File: src/ais_pkg.sv
package ais_pkg;
  localparam int CLK_MHZ           = 100;
  localparam int CONV14_US         = 43;
  localparam int CONV11_FASTER_US  = 8;
  localparam int CONV8_FASTER_US   = 15;
  localparam int RELAY_HOLD_US     = 800;
  localparam logic [4:0] AREA_BASIC = 5'h0A;
  localparam logic [4:0] AREA_EXP   = 5'h10;
  localparam logic [7:0] OFS_CMD    = 8'h00;
  localparam logic [7:0] OFS_SENSE  = 8'h04;
  localparam logic [7:0] OFS_RESULT = 8'h08;
  localparam logic [7:0] OFS_LIMIT  = 8'h0C;
  localparam logic [7:0] OFS_STATE  = 8'h10;
  localparam int IND_TBL  = 0;
  localparam int IND_SSCC = 1;
  localparam int IND_RLCC = 2;
  localparam int IND_SPV  = 3;
  localparam int IND_CPAR = 4;
  localparam int IND_DPAR = 5;
  localparam int IND_OVL  = 6;
  localparam int IND_OVC  = 7;
  localparam int IND_HI   = 8;
  localparam int IND_LO   = 9;
  localparam int IND_W    = 10;
  localparam int ST_BUSY  = 0;
  localparam int ST_RLBSY = 1;
  localparam int ST_CONV  = 2;
  localparam int ST_REJ   = 3;
  localparam int ST_HALT  = 4;
  localparam int ST_UNIT  = 5;
  localparam logic [IND_W-1:0] IND_RESET = 10'h000;
  localparam logic [15:0] LIMIT_HI_RESET = 16'h7FFF;
  localparam logic [15:0] LIMIT_LO_RESET = 16'h8000;

  typedef enum logic [2:0] {
    FN_SENSE = 3'b000,
    FN_WRITE = 3'b001,
    FN_READ  = 3'b010,
    FN_INIT  = 3'b011,
    FN_CTRL  = 3'b100
  } ais_func_type;

  typedef enum logic [1:0] {
    CV_IDLE = 2'b00,
    CV_RUN  = 2'b01,
    CV_CMP  = 2'b10
  } ais_conv_type;

  typedef struct packed {
    logic         rst_ind;
    logic         overlap;
    logic         solid;
    logic         seq;
    logic         cmp_en;
    logic         hi_res;
    logic         lo_res;
    logic         cmp_sel;
    ais_func_type func;
    logic [4:0]   area;
  } ais_cmd_type;

  typedef struct packed {
    logic       tbl_end;
    logic [1:0] scan_ctl;
    logic       point_req;
    logic       mux_address_reg_busy;
    logic       sp_viol;
    logic       ctl_par;
    logic       data_par;
    logic       overload;
  } ais_evt_type;
endpackage

File: src/ais_top.sv
// The implementer's own choices: the register addresses and register access over Wishbone.
`timescale 1ns/1ps
`default_nettype none
module ais_top #(
  parameter int CONV14_CYC = ais_pkg::CONV14_US * ais_pkg::CLK_MHZ,
  parameter int CONV11_CYC = (ais_pkg::CONV14_US - ais_pkg::CONV11_FASTER_US) * ais_pkg::CLK_MHZ,
  parameter int CONV8_CYC  = (ais_pkg::CONV14_US - ais_pkg::CONV8_FASTER_US) * ais_pkg::CLK_MHZ,
  parameter int RELAY_CYC  = ais_pkg::RELAY_HOLD_US * ais_pkg::CLK_MHZ
) (
  // Clock and reset
  input  wire logic                clk_i,
  input  wire logic                rst_i,
  // Wishbone slave
  input  wire logic                cyc_i,
  input  wire logic                stb_i,
  input  wire logic                we_i,
  input  wire logic [7:0]          adr_i,
  input  wire logic [3:0]          sel_i,
  input  wire logic [31:0]         dat_i,
  output logic      [31:0]         dat_o,
  output logic                     ack_o,
  // Channel and converter side
  input  wire ais_pkg::ais_evt_type evt_i,
  input  wire logic [15:0]         conv_data_i,
  output logic                     conv_valid_o,
  output logic      [15:0]         conv_data_o,
  // Status and interrupt requests, index 0 basic, 1 expander
  output logic      [1:0]          irq_ai_o,
  output logic      [1:0]          irq_cmp_o,
  output logic                     busy_o,
  output logic                     relay_busy_o
);
  import ais_pkg::*;

  if (CONV8_CYC < 1 || CONV11_CYC < CONV8_CYC || CONV14_CYC < CONV11_CYC
      || CONV14_CYC >= 65536) begin : g_bad_conv
    $error("conversion counts out of range");
  end
  if (RELAY_CYC < 1 || RELAY_CYC >= 1048576) begin : g_bad_relay
    $error("relay hold count out of range");
  end

  ais_cmd_type          cmd_q;
  ais_conv_type         cv_state;
  logic [IND_W-1:0]     ind [2];
  logic [IND_W-1:0]     set_vec;
  logic [IND_W-1:0]     clr_vec;
  logic [15:0]          sense_q;
  logic [15:0]          result_q;
  logic [15:0]          lim_hi;
  logic [15:0]          lim_lo;
  logic [15:0]          conv_cnt;
  logic [19:0]          hold_cnt;
  logic                 hold_run;
  logic                 unit_q;
  logic                 busy_q;
  logic                 dc_mode;
  logic                 overlap_q;
  logic                 relay_busy;
  logic                 relay_pend;
  logic                 ss_pend;
  logic                 dc_pend;
  logic                 cur_relay;
  logic                 cur_dc;
  logic                 cur_cmp;
  logic                 reject_q;
  logic                 halted;
  logic                 conv_done;
  logic                 halt_evt;
  logic                 wb_req;
  logic                 cmd_wr;
  logic                 area_hit;
  logic                 cmd_unit;
  logic                 accept;
  logic                 blast;
  logic                 do_sense;
  logic                 relay_addr;
  logic                 ss_addr;
  logic                 init_op;
  logic                 conflict;
  logic                 start_any;
  logic                 gen_busy;
  logic                 tbl_final;
  logic [15:0]          cyc_load;
  ais_cmd_type          new_cmd;
  logic [31:0]          rd_mux;

  // Bus: one wait cycle, writes take effect at the acknowledging edge
  assign wb_req = cyc_i & stb_i & ack_o;

  always_ff @(posedge clk_i) begin
    if (rst_i) begin
      ack_o <= 1'b0;
      dat_o <= 32'h0000_0000;
    end else begin
      ack_o <= cyc_i & stb_i & ~ack_o;
      if (cyc_i & stb_i & ~ack_o) begin
        dat_o <= rd_mux;
      end
    end
  end

  always_comb begin
    rd_mux = 32'h0000_0000;
    case (adr_i)
      OFS_CMD:    rd_mux = {16'h0000, cmd_q};
      OFS_SENSE:  rd_mux = {16'h0000, sense_q};
      OFS_RESULT: rd_mux = {16'h0000, result_q};
      OFS_LIMIT:  rd_mux = {lim_lo, lim_hi};
      OFS_STATE: begin
        rd_mux[ST_BUSY]  = gen_busy;
        rd_mux[ST_RLBSY] = relay_busy;
        rd_mux[ST_CONV]  = (cv_state != CV_IDLE);
        rd_mux[ST_REJ]   = reject_q;
        rd_mux[ST_HALT]  = halted;
        rd_mux[ST_UNIT]  = unit_q;
      end
      default:    rd_mux = 32'h0000_0000;
    endcase
  end

  // Command decode
  assign new_cmd  = ais_cmd_type'(dat_i[15:0]);
  assign cmd_wr   = wb_req & we_i & (adr_i == OFS_CMD) & (&sel_i[1:0]);
  assign area_hit = (new_cmd.area == AREA_BASIC) | (new_cmd.area == AREA_EXP);
  assign cmd_unit = (new_cmd.area == AREA_EXP);
  assign gen_busy = busy_q | evt_i.mux_address_reg_busy;

  always_comb begin
    accept = 1'b0;
    if (cmd_wr && area_hit) begin
      case (new_cmd.func)
        FN_SENSE, FN_CTRL: accept = 1'b1;
        FN_WRITE: begin
          // A relay point may join a running channel scan in overlap mode
          if (!new_cmd.solid && dc_mode && overlap_q) begin
            accept = ~halted;
          end else begin
            accept = ~gen_busy & ~halted;
          end
        end
        FN_READ, FN_INIT: accept = ~gen_busy & ~halted;
        default: accept = 1'b0;
      endcase
    end
  end

  assign blast      = accept && (new_cmd.func == FN_CTRL);
  assign do_sense   = accept && (new_cmd.func == FN_SENSE);
  assign ss_addr    = accept && (new_cmd.func == FN_WRITE) && new_cmd.solid;
  assign relay_addr = accept && (((new_cmd.func == FN_WRITE) && !new_cmd.solid)
                      || ((new_cmd.func == FN_READ) && new_cmd.seq));
  assign init_op    = accept && (new_cmd.func == FN_INIT);
  assign conflict   = relay_addr && dc_mode && overlap_q
                      && (relay_pend || (cv_state != CV_IDLE && cur_relay));
  assign halt_evt   = evt_i.sp_viol | evt_i.ctl_par;
  assign tbl_final  = evt_i.tbl_end & ~evt_i.scan_ctl[1];
  assign conv_done  = (cv_state == CV_RUN) && (conv_cnt == 16'h0001);
  assign start_any  = (cv_state == CV_IDLE) && !halted && (relay_pend || ss_pend || dc_pend);

  always_ff @(posedge clk_i) begin
    if (rst_i) begin
      cmd_q    <= ais_cmd_type'(16'h0000);
      unit_q   <= 1'b0;
      reject_q <= 1'b0;
    end else if (cmd_wr) begin
      reject_q <= ~accept;
      if (accept) begin
        cmd_q <= new_cmd;
        if (!do_sense && !blast) begin
          unit_q <= cmd_unit;
        end
      end
    end
  end

  always_ff @(posedge clk_i) begin
    if (rst_i) begin
      lim_hi <= LIMIT_HI_RESET;
      lim_lo <= LIMIT_LO_RESET;
    end else if (wb_req && we_i && adr_i == OFS_LIMIT) begin
      if (sel_i[0]) lim_hi[7:0]  <= dat_i[7:0];
      if (sel_i[1]) lim_hi[15:8] <= dat_i[15:8];
      if (sel_i[2]) lim_lo[7:0]  <= dat_i[23:16];
      if (sel_i[3]) lim_lo[15:8] <= dat_i[31:24];
    end
  end

  // Operation state; blast abandons everything in flight, halt all but the relay busy hold
  always_ff @(posedge clk_i) begin
    if (rst_i) begin
      busy_q     <= 1'b0;
      dc_mode    <= 1'b0;
      overlap_q  <= 1'b0;
      halted     <= 1'b0;
      relay_pend <= 1'b0;
      ss_pend    <= 1'b0;
      dc_pend    <= 1'b0;
    end else if (blast) begin
      busy_q     <= 1'b0;
      dc_mode    <= 1'b0;
      overlap_q  <= 1'b0;
      halted     <= 1'b0;
      relay_pend <= 1'b0;
      ss_pend    <= 1'b0;
      dc_pend    <= 1'b0;
    end else if (halt_evt) begin
      halted     <= 1'b1;
      busy_q     <= 1'b0;
      dc_mode    <= 1'b0;
      relay_pend <= 1'b0;
      ss_pend    <= 1'b0;
      dc_pend    <= 1'b0;
    end else begin
      if (ss_addr || init_op) begin
        busy_q <= 1'b1;
      end else if ((dc_mode && tbl_final)
                   || (conv_done && !cur_dc && !cur_relay)) begin
        busy_q <= 1'b0;
      end
      if (init_op) begin
        dc_mode   <= 1'b1;
        overlap_q <= new_cmd.overlap;
      end else if (tbl_final) begin
        dc_mode <= 1'b0;
      end
      // Pending requests are served relay first, then programmed, then channel
      if (relay_addr && !conflict) begin
        relay_pend <= 1'b1;
      end else if (start_any) begin
        relay_pend <= 1'b0;
      end
      if (ss_addr) begin
        ss_pend <= 1'b1;
      end else if (start_any && !relay_pend) begin
        ss_pend <= 1'b0;
      end
      if (dc_mode && evt_i.point_req) begin
        dc_pend <= 1'b1;
      end else if (start_any && !relay_pend && !ss_pend) begin
        dc_pend <= 1'b0;
      end
    end
  end

  // Converter timing by resolution; comparator takes one extra cycle
  always_comb begin
    if (cmd_q.lo_res) begin
      cyc_load = CONV8_CYC[15:0];
    end else if (cmd_q.hi_res) begin
      cyc_load = CONV14_CYC[15:0];
    end else begin
      cyc_load = CONV11_CYC[15:0];
    end
  end

  always_ff @(posedge clk_i) begin
    if (rst_i || blast || halt_evt) begin
      cv_state  <= CV_IDLE;
      conv_cnt  <= 16'h0000;
      cur_relay <= 1'b0;
      cur_dc    <= 1'b0;
      cur_cmp   <= 1'b0;
      result_q  <= 16'h0000;
    end else begin
      case (cv_state)
        CV_IDLE: begin
          if (start_any) begin
            cv_state  <= CV_RUN;
            conv_cnt  <= cyc_load;
            cur_relay <= relay_pend;
            cur_dc    <= ~relay_pend & ~ss_pend;
            cur_cmp   <= cmd_q.cmp_en;
          end
        end
        CV_RUN: begin
          conv_cnt <= conv_cnt - 16'h0001;
          if (conv_done) begin
            result_q <= conv_data_i;
            cv_state <= cur_cmp ? CV_CMP : CV_IDLE;
          end
        end
        CV_CMP: cv_state <= CV_IDLE;
        default: cv_state <= CV_IDLE;
      endcase
    end
  end

  // Channel results leave as a one-cycle strobe for cycle stealing
  always_ff @(posedge clk_i) begin
    if (rst_i) begin
      conv_valid_o <= 1'b0;
      conv_data_o  <= 16'h0000;
    end else begin
      conv_valid_o <= conv_done & cur_dc & ~blast & ~halt_evt;
      if (conv_done && cur_dc) begin
        conv_data_o <= conv_data_i;
      end
    end
  end

  // Relay busy holds across back-to-back relay points
  always_ff @(posedge clk_i) begin
    if (rst_i || blast) begin
      relay_busy <= 1'b0;
      hold_run   <= 1'b0;
      hold_cnt   <= 20'h00000;
    end else begin
      if (relay_addr && !conflict) begin
        relay_busy <= 1'b1;
        hold_run   <= 1'b0;
      end else if (conv_done && cur_relay) begin
        hold_run <= 1'b1;
        hold_cnt <= RELAY_CYC[19:0];
      end else if (hold_run) begin
        hold_cnt <= hold_cnt - 20'h00001;
        if (hold_cnt == 20'h00001) begin
          hold_run   <= 1'b0;
          relay_busy <= 1'b0;
        end
      end
    end
  end

  // Indicator events for the unit of the last operation
  always_comb begin
    set_vec           = IND_RESET;
    set_vec[IND_TBL]  = dc_mode & evt_i.tbl_end & ~evt_i.scan_ctl[0];
    set_vec[IND_SSCC] = conv_done & ~cur_dc & ~cur_relay;
    set_vec[IND_RLCC] = conv_done & cur_relay;
    set_vec[IND_SPV]  = evt_i.sp_viol;
    set_vec[IND_CPAR] = evt_i.ctl_par;
    set_vec[IND_DPAR] = evt_i.data_par;
    set_vec[IND_OVL]  = conv_done & evt_i.overload;
    set_vec[IND_OVC]  = conflict;
    set_vec[IND_HI]   = (cv_state == CV_CMP)
                        && ($signed(result_q) >= $signed(lim_hi));
    set_vec[IND_LO]   = (cv_state == CV_CMP)
                        && ($signed(result_q) < $signed(lim_lo));
  end

  always_comb begin
    clr_vec = IND_RESET;
    if (do_sense && new_cmd.rst_ind) begin
      if (new_cmd.cmp_sel) begin
        clr_vec[IND_HI] = 1'b1;
        clr_vec[IND_LO] = 1'b1;
      end else begin
        clr_vec[IND_OVC:IND_TBL] = {IND_SPV+5{1'b1}};
      end
    end
  end

  // Set wins over a same-cycle sense clear; blast clears the addressed unit
  for (genvar u = 0; u < 2; u++) begin : g_unit
    always_ff @(posedge clk_i) begin
      if (rst_i) begin
        ind[u] <= IND_RESET;
      end else if (blast && cmd_unit == 1'(u)) begin
        ind[u] <= IND_RESET;
      end else begin
        ind[u] <= (ind[u] & ~((cmd_unit == 1'(u)) ? clr_vec : IND_RESET))
                  | ((unit_q == 1'(u)) ? set_vec : IND_RESET);
      end
    end
    assign irq_ai_o[u]  = |ind[u][IND_OVC:IND_TBL];
    assign irq_cmp_o[u] = |ind[u][IND_LO:IND_HI];
  end

  // Sense word captured at command time, before its own clear lands
  always_ff @(posedge clk_i) begin
    if (rst_i) begin
      sense_q <= 16'h0000;
    end else if (do_sense) begin
      sense_q <= 16'h0000;
      if (new_cmd.cmp_sel) begin
        sense_q[1:0] <= ind[cmd_unit][IND_LO:IND_HI];
      end else begin
        sense_q[7:0] <= ind[cmd_unit][IND_OVC:IND_TBL];
        sense_q[8]   <= gen_busy;
        sense_q[9]   <= relay_busy;
      end
    end
  end

  assign busy_o       = gen_busy;
  assign relay_busy_o = relay_busy;
endmodule
`default_nettype wire

File: config.mk
export PLATFORM = sky130hd
export DESIGN_NAME = ais_top
export DESIGN_NICKNAME = d
export VERILOG_FILES = /design/src/ais_pkg.sv /design/src/ais_top.sv
export SDC_FILE = /design/constraint.sdc
export NUM_CORES = 1
export LEC_CHECK = 0
export ABC_AREA = 1
export BUFFER_PORTS_ARGS = -buffer_cell sky130_fd_sc_hd__buf_2
export CORE_ASPECT_RATIO = 0.7
export CORE_MARGIN = 2
export CORE_UTILIZATION = 53
export DETAILED_ROUTE_END_ITERATION = 12
export HOLD_SLACK_MARGIN = 0.1
export PLACE_DENSITY = 0.77
export SETUP_SLACK_MARGIN = 0.15
export SKIP_LAST_GASP = 1
export SLEW_MARGIN = 10
export SYNTH_ARGS = -nofsm -noshare
export SYNTH_HDL_FRONTEND = slang
export SYNTH_SLANG_ARGS = --single-unit
File: constraint.sdc
create_clock -name clk_i -period 4.07 [get_ports clk_i]
set_input_delay 0.407 -clock clk_i [delete_from_list [all_inputs] [get_ports clk_i]]
set_output_delay 0.407 -clock clk_i [all_outputs]
set_load 0.03 [all_outputs]
==> results.json <==
{
  "crit_chain": "nand2_1, o21ai_1, nand2_1, o21ai_2, nand2_2, inv_2, nand2_4, nand2_4, inv_2, nand2_4, nor2_1",
  "drt_wl_total_um": 27300,
  "rsz0062_at_grt": "no",
  "core_area_mm2": 0.0181,
  "maxSlewViolCount": 0,
  "hp-class": "input pin to register",
  "grt_max_degree": 88,
  "yosysSeqAreaShare_pct": 41.9,
  "setup_slack_ns": 1.26,
  "antenna_found_initial": 0,
  "port-buffer-count": 129,
  "critPathLaunchType": "register",
  "hpwl_um": 19700,
  "drc": 0,
  "syn_area_mm2": 0.00984,
  "maxCapViolations": 0,
  "die_y_um": 118,
  "power.clock.fraction_pct": 43.7,
  "worstMarginPinSlew_ns": 0.886,
  "clock_sinks": 196,
  "outcome": "finished, final reports clean",
  "min_period_ns": 2.81,
  "rows": 41,
  "finalHoldViolations": 0,
  "grt_usage_pct": 27.8,
  "layout-drive-gt1-share_pct": 15.2,
  "cp-end-kind": "register",
  "antenna_cells": 0,
  "p_switching_mw": 1.06,
  "p_int_mw": 2.88,
  "grt_pass1_wl_um": 44300,
  "fin_area_mm2": 0.0113,
  "power.leakage_nw": 4.97,
  "syn_area_per_cell_um2": 7.33,
  "ir_drop_mv": 0.292,
  "cp_slowest_cell": "dfxtp_1",
  "whs_ns": 0.208,
  "syn_to_final_growth_pct": 14.4,
  "clock_latency_ns": 0.45,
  "h-tree-depth": 4,
  "power.density_mw_per_mm2": 350,
  "sequentialPowerShare_pct": 50.6,
  "drt-wirelength-per-cell_um": 16.0,
  "instances_no_fill": 1712,
  "crit_family": "simple AND/OR/NAND/NOR gates",
  "io_pins": 130,
  "firstDrtPassIters": 8,
  "syn_inst": 1343,
  "place_area_mm2": 0.0107,
  "initial_utilization_pct": 54.3,
  "cp_common_cell": "nand2_4",
  "globalplace.congestion": 0.930,
  "num_vias": 9580,
  "pwr-share-comb_pct": 5.6,
  "fp.dieW_um": 167,
  "multi_input_area_mm2": 0.00501,
  "cts_root_buf": "clkbuf_16",
  "fp.dieArea_mm2": 0.0197,
  "required_ns": 4.39,
  "viasPerCell": 5.60,
  "dp.cells": 1680,
  "critPathMaxFanout": 43,
  "cts-buffers-inserted": 17,
  "path_buf_inv": 2,
  "ys_types": 51,
  "cts-hold-fix-buffers": 0,
  "post_cts_buffers": 0,
  "ys_ff_latch": 196,
  "cts_max_path_buffers": 2,
  "cts_tree": "built",
  "switching_share_pct": 26.9,
  "crit_type": "register to register",
  "clk_transition_reported_paths_ns": 0.08,
  "clock.fmax_mhz": 356,
  "fin_nets": 1572,
  "overflow": 0,
  "min_period_over_period_pct": 69.1,
  "cts_resized": 0,
  "slew_headroom_pct": 40.7,
  "setup_viol": 0,
  "first_global_vias": 8725,
  "fin_tns_setup_ns": 0,
  "final_util_pct": 62.1,
  "regArea_mm2": 0.00412,
  "cpPeakStageDelay_ns": 0.49,
  "dp_slack_ns": 0.904,
  "drt_iter0_drc": 888,
  "arrival_ns": 3.13,
  "fillers": 1685,
  "drtAntennaViolNets": 0,
  "fin_skew_ns": 0.0105,
  "total_power_mw": 3.94,
  "synth_warnings": 0
}
## cells in the final DEF (no fill, tap or decap), drive strengths merged, types with 3 or more instances in the layout
cell	count
a211oi	10
nor2	164
ha	35
o211ai	32
dfxtp	176
o22ai	5
clkinv	8
nand3	56
a31oi	5
xor2	8
a221oi	3
inv	143
or2	4
conb	20
nor4	4
buf	137
o21a	3
edfxtp	20
o21ai	111
nor3	14
a21oi	158
nand4	18
clkbuf	17
nand2	304
o221ai	4
xnor2	4
## power groups by stage
stage	sequential (mW)	clock, mW	combinational [mW]
2_1_floorplan	2.06	0	0.104
3_3_place_gp	2.04	0	0.215
3_5_place_dp	2.04	0	0.217
4_1_cts	1.99	1.72	0.219
5_1_grt	2.00	1.83	0.243
6_report	1.99	1.72	0.222
## sequential cells by signal, indices dropped and copies added (netlist names), 2 cells and up
signal,cells
cv_state,2
dat_o,32
ind,20
sense_q,10
result_q,16
lim_lo,16
conv_data_o,16
cmd_q,16
hold_cnt,20
lim_hi,16
conv_cnt,16
## worst min-delay path, stage by stage
cell     delay [ns]
buf_2          0.08
nand3_1        0.07
nand3_1        0.08
## cell type report
class,count,area share [%]
clock buffer,17,3.78
tap,236,2.62
multi-input combinational,974,44.5
sequential,196,36.6
inverter,137,4.57
clock inverter,15,1.58
timing repair buffer,137,6.27
## path summary, 6_finish.rpt
kind | startpoint | to | slack [ns] | cells past startpoint
max | dc_mode | conv_cnt[5] | 1.26 | 11
min | dat_i[31] | lim_lo[15] | 0.21 | 3
max reg2reg | dc_mode | conv_cnt[5] | 1.26 | 11
min reg2reg | sense_q[1] | sense_q[1] | 0.46 | 2
## cell usage after synthesis (all sizes together)
cell type	number	area [µm²]
or3	1	6.26
or2	4	25.0
nor4b	1	8.76
nand4	18	128
conb	1	3.75
inv	134	503
nor2	164	658
o21bai	2	15.0
o31ai	1	7.51
nor4	4	25.0
o21a	3	22.5
nand3b	2	15.0
o211ai	32	240
o221ai	4	35.0
edfxtp	20	601
clkbuf	33	124
nor3	14	81.3
a32o	1	10.0
ha	35	438
o2111ai	2	17.5
a21oi	158	870
o22ai	5	31.3
a21o	1	7.51
a211oi	10	75.1
o21ai	111	578
a221oi	3	26.3
xnor2	4	35.0
a31oi	5	31.3
buf	22	146
nand3	56	295
nor3b	1	7.51
clkinv	3	11.3
xor2	8	70.1
nand2	304	1170
dfxtp	176	3520
## cells by family (layout without fill, tap and decap cells)
family / after synthesis / count (layout) / share of synthesized area, %
AND/OR/NAND/NOR: 569 / 569 / 24.6
AO/OA/AOI/OAI: 338 / 338 / 20.0
flip-flops: 196 / 196 / 41.9
buffers and inverters: 192 / 306 / 7.97
adder cells (fa/ha/maj): 35 / 35 / 4.45
XOR/XNOR: 12 / 12 / 1.07
other: 1 / 20 / 0.0381
## per-layer routing
layer | track usage, % | vias up | wire length (µm) | share of wire (%)
met3 | 5.95 | 48 | 2640 | 9.7
li1 | - | 4700 | - | -
met4 | 9.54 | 0 | 502 | 1.8
met2 | 39.8 | 442 | 11500 | 42
met1 | 41.3 | 4390 | 12700 | 47
met5 | 0 | - | 0 | 0
(Power assumes the default switching activity.)
